### config.mk
export PLATFORM = sky130hd
export DESIGN_NAME = pmscan
export DESIGN_NICKNAME = d
export VERILOG_FILES = /design/src/verilog/pmscan_pkg.sv /design/src/verilog/pmscan.sv
export SDC_FILE = /design/constraint.sdc
export NUM_CORES = 1
export LEC_CHECK = 0
export BUFFER_PORTS_ARGS = -buffer_cell sky130_fd_sc_hd__buf_2
export CORE_ASPECT_RATIO = 1.5
export CORE_UTILIZATION = 39
export DETAILED_ROUTE_END_ITERATION = 10
export GPL_TIMING_DRIVEN = 0
export SLEW_MARGIN = 20
export SYNTH_ARGS = -nofsm -noshare
export SYNTH_HDL_FRONTEND = slang
export SYNTH_SLANG_ARGS = --single-unit
export TNS_END_PERCENT = 5
### constraint.sdc
create_clock -name pclk -period 2.8 [get_ports pclk]
set_input_delay 0.14 -clock pclk [delete_from_list [all_inputs] [get_ports pclk]]
set_output_delay 0.14 -clock pclk [all_outputs]
set_load 0.02 [all_outputs]
### src/verilog/pmscan_pkg.sv
/*
 Package for the program-memory scanner: register offsets, field positions,
 reset values and mode encodings shared by the scanner design.
 Assumes a 32-bit APB register bus with one register per aligned word.
*/
package pmscan_pkg;
    // Register byte offsets
    localparam logic [7:0] PMS_OFF_CTRL    = 8'h00;
    localparam logic [7:0] PMS_OFF_START   = 8'h04;
    localparam logic [7:0] PMS_OFF_END     = 8'h08;
    localparam logic [7:0] PMS_OFF_TRIG    = 8'h0c;
    localparam logic [7:0] PMS_OFF_CRC     = 8'h10;
    localparam logic [7:0] PMS_OFF_STATUS  = 8'h14;
    localparam logic [7:0] PMS_OFF_MASK    = 8'h18;
    localparam logic [7:0] PMS_OFF_CURADDR = 8'h1c;

    // Scanner control field positions
    localparam int PMS_CTRL_EN      = 0;
    localparam int PMS_CTRL_RUN     = 1;
    localparam int PMS_CTRL_INVALID = 2;
    localparam int PMS_CTRL_BUSY    = 3;
    localparam int PMS_CTRL_MODE_LO = 4;
    localparam int PMS_CTRL_IRQM_LO = 6;

    // CRC control field positions
    localparam int PMS_CRC_EN  = 0;
    localparam int PMS_CRC_RUN = 1;

    // Status and mask bit positions
    localparam int PMS_ST_DONE = 0;

    // Reset values
    localparam logic [1:0] PMS_MODE_RST = 2'h0;
    localparam logic [2:0] PMS_TRIG_RST = 3'h0;

    // Access mode encodings
    localparam logic [1:0] PMS_MODE_CONC  = 2'h0;
    localparam logic [1:0] PMS_MODE_BURST = 2'h1;
    localparam logic [1:0] PMS_MODE_PEEK  = 2'h2;
    localparam logic [1:0] PMS_MODE_TRIG  = 2'h3;

    typedef enum logic [2:0] {
        PMS_IDLE,
        PMS_WAIT_TRIG,
        PMS_WAIT_CRC,
        PMS_READ,
        PMS_DELIVER
    } pms_state_t;
endpackage
### src/verilog/pmscan.sv
/*
 Program-memory scanner: walks flash from a start to an end address and hands
 each word to a CRC engine, in burst, concurrent, triggered or peek mode.
 Assumes: one clock pclk (instruction clock), APB slave for registers, flash
 answers a read in the cycle after the request, CRC engine logic outside.
*/
// Decided for this implementation: the APB interface to the registers and the address map.
// Operation
// - Both enables needed; clearing either resets scanner state, keeps registers.
// - Start and end addresses come from two software-written address registers.
// - Losing CRC enable or CRC run mid-scan aborts and sets invalid.
// - Wait for CRC ready before the first location is fed.
// - Stop at end or unimplemented address, clear run, raise completion.
// - Software may clear scanner run to stop the scan early.
// - Interrupt is raised whenever scanner run falls from one to zero.
// - Done flag sets once the last word is written into the CRC input.
// - Only software clears the done flag; a mask enable gates it.
// - Mode field: 01 burst, 00 concurrent, 11 triggered, 10 peek.
// - Burst mode stalls the processor from the next operation until scan stops.
// - In burst mode the stall lasts until a hardware end condition.
// - Concurrent mode stalls the processor only during each memory access.
// - Triggered mode waits for a rising trigger edge, source chosen by select.
// - Peek mode accesses memory only in cycles the processor leaves free.
`timescale 1ns/1ps
module pmscan
    import pmscan_pkg::*;
#(
    parameter int AW        = 22,
    parameter int DW        = 16,
    parameter int NTRIG     = 8,
    parameter int TSEL_W    = 3
) (
    input  wire logic              pclk,
    input  wire logic              presetn,
    input  wire logic              psel,
    input  wire logic              penable,
    input  wire logic              pwrite,
    input  wire logic [7:0]        paddr,
    input  wire logic [31:0]       pwdata,
    output logic                   pready,
    output logic [31:0]            prdata,
    output logic                   pslverr,
    output logic [AW-1:0]          nvm_addr,
    output logic                   nvm_req,
    input  wire logic [DW-1:0]     nvm_rdata,
    input  wire logic              nvm_unimpl,
    input  wire logic              cpu_nvm_busy,
    output logic                   cpu_stall,
    input  wire logic              crc_ready,
    output logic [DW-1:0]          crc_data,
    output logic                   crc_data_valid,
    output logic                   crc_reset,
    input  wire logic [NTRIG-1:0]  trig_in,
    output logic                   irq
);

    // Refuse sizes the address walker and register read-back cannot serve
    if (AW < 1 || AW > 32 || DW < 1 || DW > 32 || NTRIG < 1 || NTRIG > (1 << TSEL_W)) begin : g_param_check
        $error("pmscan: unsupported parameter values");
    end

    // Software-visible registers
    logic              scan_en_q;
    logic              scan_run_q;
    logic              invalid_q;
    logic [1:0]        mode_q;
    logic [1:0]        irqm_q;
    logic [AW-1:0]     start_q;
    logic [AW-1:0]     end_q;
    logic [TSEL_W-1:0] tsel_q;
    logic              crc_en_q;
    logic              crc_run_q;
    logic              done_q;
    logic              mask_q;

    // Internal scan state
    pms_state_t        state_q;
    pms_state_t        state_d;
    logic [AW-1:0]     cur_q;
    logic              rd_pend_q;
    logic              trig_q;
    logic              burst_hold_q;

    // APB decode
    wire apb_acc   = psel && penable;
    wire apb_wr    = apb_acc && pwrite;
    wire wr_ctrl   = apb_wr && (paddr == PMS_OFF_CTRL);
    wire wr_start  = apb_wr && (paddr == PMS_OFF_START);
    wire wr_end    = apb_wr && (paddr == PMS_OFF_END);
    wire wr_trig   = apb_wr && (paddr == PMS_OFF_TRIG);
    wire wr_crc    = apb_wr && (paddr == PMS_OFF_CRC);
    wire wr_status = apb_wr && (paddr == PMS_OFF_STATUS);
    wire wr_mask   = apb_wr && (paddr == PMS_OFF_MASK);
    wire addr_ok   = (paddr == PMS_OFF_CTRL) || (paddr == PMS_OFF_START) || (paddr == PMS_OFF_END)
                   || (paddr == PMS_OFF_TRIG) || (paddr == PMS_OFF_CRC) || (paddr == PMS_OFF_STATUS)
                   || (paddr == PMS_OFF_MASK) || (paddr == PMS_OFF_CURADDR);

    // Operating conditions
    wire crc_ok     = crc_en_q && crc_run_q;
    wire active     = (state_q != PMS_IDLE);
    wire both_en    = scan_en_q && crc_en_q;
    wire abort      = active && !crc_ok;
    wire last_loc   = (cur_q == end_q) || nvm_unimpl;
    wire trig_sel   = trig_in[tsel_q];
    wire trig_rise  = trig_sel && !trig_q;
    wire peek_ok    = (mode_q != PMS_MODE_PEEK) || !cpu_nvm_busy;
    wire deliver    = (state_q == PMS_DELIVER) && crc_ready;
    wire finish     = deliver && last_loc;
    // Software may stop a scan, except in burst mode where the processor is held
    wire sw_stop    = wr_ctrl && !pwdata[PMS_CTRL_RUN] && !burst_hold_q;
    wire sw_go      = wr_ctrl && pwdata[PMS_CTRL_RUN] && !scan_run_q;
    wire run_fall   = scan_run_q && (finish || abort || sw_stop || !both_en);

    // Next scan state
    always_comb begin
        state_d = state_q;
        case (state_q)
            PMS_IDLE: begin
                if (sw_go && both_en && crc_ok) begin
                    state_d = (mode_q == PMS_MODE_TRIG) ? PMS_WAIT_TRIG : PMS_WAIT_CRC;
                end
            end
            PMS_WAIT_TRIG: begin
                if (trig_rise) begin
                    state_d = PMS_WAIT_CRC;
                end
            end
            PMS_WAIT_CRC: begin
                if (crc_ready && peek_ok) begin
                    state_d = PMS_READ;
                end
            end
            PMS_READ: begin
                state_d = PMS_DELIVER;
            end
            PMS_DELIVER: begin
                if (finish) begin
                    state_d = PMS_IDLE;
                end else if (crc_ready) begin
                    state_d = PMS_WAIT_CRC;
                end
            end
            default: begin
                state_d = PMS_IDLE;
            end
        endcase
        if (abort || !both_en || sw_stop) begin
            state_d = PMS_IDLE;
        end
    end

    // Scan state and address walker; rd_pend_q marks the cycle the flash answers
    always_ff @(posedge pclk or negedge presetn) begin
        if (!presetn) begin
            state_q   <= PMS_IDLE;
            cur_q     <= '0;
            rd_pend_q <= 1'b0;
        end else begin
            state_q   <= state_d;
            rd_pend_q <= (state_q == PMS_READ);
            if (state_q == PMS_IDLE && state_d != PMS_IDLE) begin
                cur_q <= start_q;
            end else if (deliver) begin
                cur_q <= cur_q + AW'(1);
            end
        end
    end

    // Trigger edge history; cleared when disabled, yet a level already high when a scan starts does not count as an edge
    always_ff @(posedge pclk or negedge presetn) begin
        if (!presetn) begin
            trig_q <= 1'b0;
        end else begin
            trig_q <= both_en ? trig_sel : 1'b0;
        end
    end

    // Scanner control register
    always_ff @(posedge pclk or negedge presetn) begin
        if (!presetn) begin
            scan_en_q  <= 1'b0;
            scan_run_q <= 1'b0;
            invalid_q  <= 1'b0;
            mode_q     <= PMS_MODE_RST;
            irqm_q     <= 2'h0;
        end else begin
            if (wr_ctrl) begin
                scan_en_q <= pwdata[PMS_CTRL_EN];
                mode_q    <= pwdata[PMS_CTRL_MODE_LO +: 2];
                irqm_q    <= pwdata[PMS_CTRL_IRQM_LO +: 2];
                invalid_q <= pwdata[PMS_CTRL_INVALID];
            end
            if (abort) begin
                invalid_q <= 1'b1;
            end
            if (sw_go && both_en && crc_ok) begin
                scan_run_q <= 1'b1;
            end else if (run_fall) begin
                scan_run_q <= 1'b0;
            end
        end
    end

    // Address, trigger-select and CRC control registers
    always_ff @(posedge pclk or negedge presetn) begin
        if (!presetn) begin
            start_q   <= '0;
            end_q     <= '0;
            tsel_q    <= PMS_TRIG_RST;
            crc_en_q  <= 1'b0;
            crc_run_q <= 1'b0;
        end else begin
            if (wr_start) start_q <= pwdata[AW-1:0];
            if (wr_end)   end_q   <= pwdata[AW-1:0];
            if (wr_trig)  tsel_q  <= pwdata[TSEL_W-1:0];
            if (wr_crc) begin
                crc_en_q  <= pwdata[PMS_CRC_EN];
                crc_run_q <= pwdata[PMS_CRC_RUN];
            end
        end
    end

    // Done flag: set wins over a software clear; hardware never clears it
    always_ff @(posedge pclk or negedge presetn) begin
        if (!presetn) begin
            done_q <= 1'b0;
            mask_q <= 1'b0;
        end else begin
            if (finish || run_fall) begin
                done_q <= 1'b1;
            end else if (wr_status && pwdata[PMS_ST_DONE]) begin
                done_q <= 1'b0;
            end
            if (wr_mask) mask_q <= pwdata[PMS_ST_DONE];
        end
    end

    // Burst hold: CPU held from the operation after the start until the end
    always_ff @(posedge pclk or negedge presetn) begin
        if (!presetn) begin
            burst_hold_q <= 1'b0;
        end else begin
            burst_hold_q <= (state_d != PMS_IDLE) && (mode_q == PMS_MODE_BURST);
        end
    end

    // Memory and CRC side outputs, all registered
    wire stall_d = ((state_d != PMS_IDLE) && (mode_q == PMS_MODE_BURST))
                 || ((state_d == PMS_READ) && (mode_q != PMS_MODE_PEEK));
    always_ff @(posedge pclk or negedge presetn) begin
        if (!presetn) begin
            nvm_addr       <= '0;
            nvm_req        <= 1'b0;
            cpu_stall      <= 1'b0;
            crc_data       <= '0;
            crc_data_valid <= 1'b0;
            crc_reset      <= 1'b1;
            irq            <= 1'b0;
        end else begin
            nvm_req        <= (state_q == PMS_WAIT_CRC) && (state_d == PMS_READ);
            nvm_addr       <= cur_q;
            cpu_stall      <= stall_d;
            crc_reset      <= !both_en;
            crc_data_valid <= deliver;
            // Flash data stands only in the cycle after the request
            if (rd_pend_q) begin
                crc_data <= nvm_rdata;
            end
            irq            <= done_q && mask_q;
        end
    end

    // APB read side; one wait-free access phase, unmapped offsets flag an error
    wire [31:0] ctrl_rd = {24'h0, irqm_q, mode_q, active, invalid_q, scan_run_q, scan_en_q};
    wire [31:0] rd_mux  = (paddr == PMS_OFF_CTRL)    ? ctrl_rd
                        : (paddr == PMS_OFF_START)   ? 32'(start_q)
                        : (paddr == PMS_OFF_END)     ? 32'(end_q)
                        : (paddr == PMS_OFF_TRIG)    ? 32'(tsel_q)
                        : (paddr == PMS_OFF_CRC)     ? {30'h0, crc_run_q, crc_en_q}
                        : (paddr == PMS_OFF_STATUS)  ? {31'h0, done_q}
                        : (paddr == PMS_OFF_MASK)    ? {31'h0, mask_q}
                        : (paddr == PMS_OFF_CURADDR) ? 32'(cur_q)
                        : 32'h0;
    always_ff @(posedge pclk or negedge presetn) begin
        if (!presetn) begin
            pready  <= 1'b0;
            prdata  <= 32'h0;
            pslverr <= 1'b0;
        end else begin
            pready  <= psel && !penable;
            prdata  <= (psel && !penable && !pwrite) ? rd_mux : 32'h0;
            pslverr <= psel && !penable && !addr_ok;
        end
    end

endmodule

==> flow_summary.json <==
{
  "final_area_um2": 8730,
  "drtPass1Iterations": 5,
  "grt_max_degree": 88,
  "maxSlewHeadroom_pct": 50.0,
  "port_buffers": 127,
  "clk_latency_ns": 0.42,
  "cts_setup_buffers": 0,
  "fp.dieW_um": 110,
  "synth_edf_count": 0,
  "start_util_pct": 40.1,
  "numCtsBuffers": 17,
  "rsz0062_at_grt": "false",
  "synth_cell_types": 61,
  "critPathRequiredTime_ns": 3.08,
  "yosysSeqAreaShare_pct": 56.5,
  "core_um2": 16900,
  "cp.arrival_ns": 2.86,
  "hold_path.class": "input pin to register",
  "avgRoutedWirePerCell_um": 18.6,
  "cap_viol_max_count": 0,
  "critPathMaxFanout": 9,
  "placed_cell_area_um2": 7750,
  "dp_hpwl_mm": 12.9,
  "grt.overflow.total": 0,
  "cts_sinks": 153,
  "final_common_cell": "dfrtp_1",
  "die_area_um2": 17900,
  "clockBufferDepth": 2,
  "grt_first_pass_wirelength_mm": 28.8,
  "crit_type": "register to register",
  "status": "complete, no violations",
  "drt_iter0_markers": 326,
  "routed.top_layer": "met4",
  "vias": 5205,
  "wl_met3_um": 807,
  "ys_async_sr_fraction_pct": 100,
  "ys_warn_count": 0,
  "avgSynthCellArea_um2": 11.9,
  "fin_crit_ns": 2.59,
  "fin_tns_setup_ns": 0,
  "wl_met2_mm": 10.1,
  "final_cells": 985,
  "fin_util_pct": 51.6,
  "mostFrequentLayoutCells": "dfrtp_1, buf_2, mux2_2",
  "syn_area_um2": 6780,
  "final-max-slew-violation-count": 0,
  "drive_above_1_share_pct": 34.8,
  "endpoint_kind": "register",
  "fin_nets": 835,
  "setup_viol": 0,
  "synth-main-ff-cell": "dfrtp_1",
  "cts.clk_slew.worst_paths_ns": 0.07,
  "num_io_pins": 149,
  "max_freq_mhz": 387,
  "numPlacedInstances": 916,
  "cts.htree.levels": 4,
  "area.growth.synth_to_final_pct": 28.7,
  "start_kind": "register",
  "grt_pass1_vias": 5433,
  "vdd_ir_drop_max_v": 0.000409,
  "hold_viol_final": 0,
  "synthTopCellsByArea": "dfrtp_1, mux2_2, xor2_1",
  "synth_top_area_cell": "dfrtp_1",
  "cts-root-buf": "clkbuf_16",
  "skew_ns": 0.00967,
  "gr-usage-all-layers_pct": 21.6,
  "num_rows": 58,
  "synth_seq_cells": 153,
  "via_per_inst": 5.28,
  "synth_top_area_share_pct": 56.1,
  "min_period_over_period_pct": 92.3,
  "ant_nets": 0,
  "leakage_nw": 4.29,
  "die-height_um": 164,
  "worst_pin_slew_ns": 0.751,
  "cts_tree": "yes",
  "syn_inst": 569,
  "antenna_found_initial": 0,
  "place_congestion": 0.827,
  "totalPowerFinal_mw": 4.78,
  "power_density_nw_per_um2": 548,
  "drc": 0,
  "wirelength_mm": 18.3,
  "met1Wirelength_mm": 7.01,
  "diodes": 0
}
==> routing by layer <==
metal	track usage, %	up-vias
li1	-	2420
met1	24.5	2582
met2	39.4	177
met3	3.75	26
met4	8.79	0
met5	0	-
==> timing repair <==
| action | 4_1_cts | 5_1_grt |
|---|---|---|
| endpoints found under the hold margin | 124 | 0 |
| setup endpoints to repair | 0 | 4 |
| gates resized for setup | 0 | 3 |
| hold buffers | 37 | 0 |
==> through the flow <==
step                      hold slack [ns]  setup slack, ns
after floorplan                    -0.156            0.674
after CTS                        0.000575           0.0772
after detailed placement            0.140            0.107
final                              0.0129            0.215
after global routing              0.00852           0.0758
after global placement              0.358           -0.551
==> synthesized netlist by cell type (all sizes together), types with 3 or more instances <==
library cell,number
a222oi,20
nor2,38
nand2,45
xnor2,14
buf,22
clkbuf,25
a21oi,11
a32oi,4
mux2,76
nand2b,5
and4,3
or4,3
dfrtp,152
xor2,26
o21ai,24
nand3,16
mux2i,3
a22oi,4
nor3,9
and3,4
a31oi,4
nor2b,5
nor4,9
nand4,6
inv,8
==> worst paths after layout <==
kind                                  from      endpoint  slack, ns  depth (start not counted)
worst min-delay path                  psel        pready       0.01                          2
min in group asynchronous          presetn  crc_data[11]       0.25                          2
worst max-delay path            state_q[0]     cur_q[13]       0.21                          9
worst min register to register   cur_q[14]  nvm_addr[14]       0.38                          0
max in group asynchronous          presetn     prdata[6]       1.71                          3
worst max register to register  state_q[0]     cur_q[13]       0.21                          9
==> kinds of logic (layout without fill, tap and decap cells) <==
family                   after synthesis  after routing  share of synthesized area (%)
flip-flops                           153            153                           56.5
AO/OA/AOI/OAI                         85             85                           9.26
AND/OR/NAND/NOR                      153            153                           11.4
adder cells (fa/ha/maj)                2              2                          0.332
multiplexers                          80             80                           13.5
buffers and inverters                 55            252                           3.84
XOR/XNOR                              40             40                           5.17
other                                  1             10                         0.0553
==> where the power goes <==
group	switching (mW)	total [mW]	leakage (nW)	internal, mW
Clock	0.965	2.32	0.286	1.36
Combinational	0.119	0.224	1.91	0.105
Sequential	0.0122	2.24	2.10	2.22
==> layout make-up <==
type / instances / area [um^2]
buffer: 47 / 231
clock buffer: 18 / 439
clock inverter: 14 / 160
fill: 1535 / 8180
inverter: 8 / 30.0
multi-input combinational: 370 / 2730
sequential: 153 / 3830
tap: 210 / 263
timing repair buffer: 165 / 1040
==> worst max-delay path, stage by stage (launching register included) <==
cell	delay, ns
dfrtp_1	0.36
clkbuf_1	0.21
nor4bb_1	0.49
clkbuf_2	0.30
and4_1	0.21
clkbuf_1	0.31
nand2_1	0.18
nor2_1	0.16
xnor2_1	0.13
o21ai_0	0.10
==> registers in the layout, summed over array words and instances (netlist names), 2 cells and up <==
signal	cells
crc_data	16
cur_q	22
end_q	22
irqm_q	2
mode_q	2
nvm_addr	22
prdata	22
start_q	22
state_q	3
tsel_q	3
Note: power is estimated with default switching activity, not from simulation.
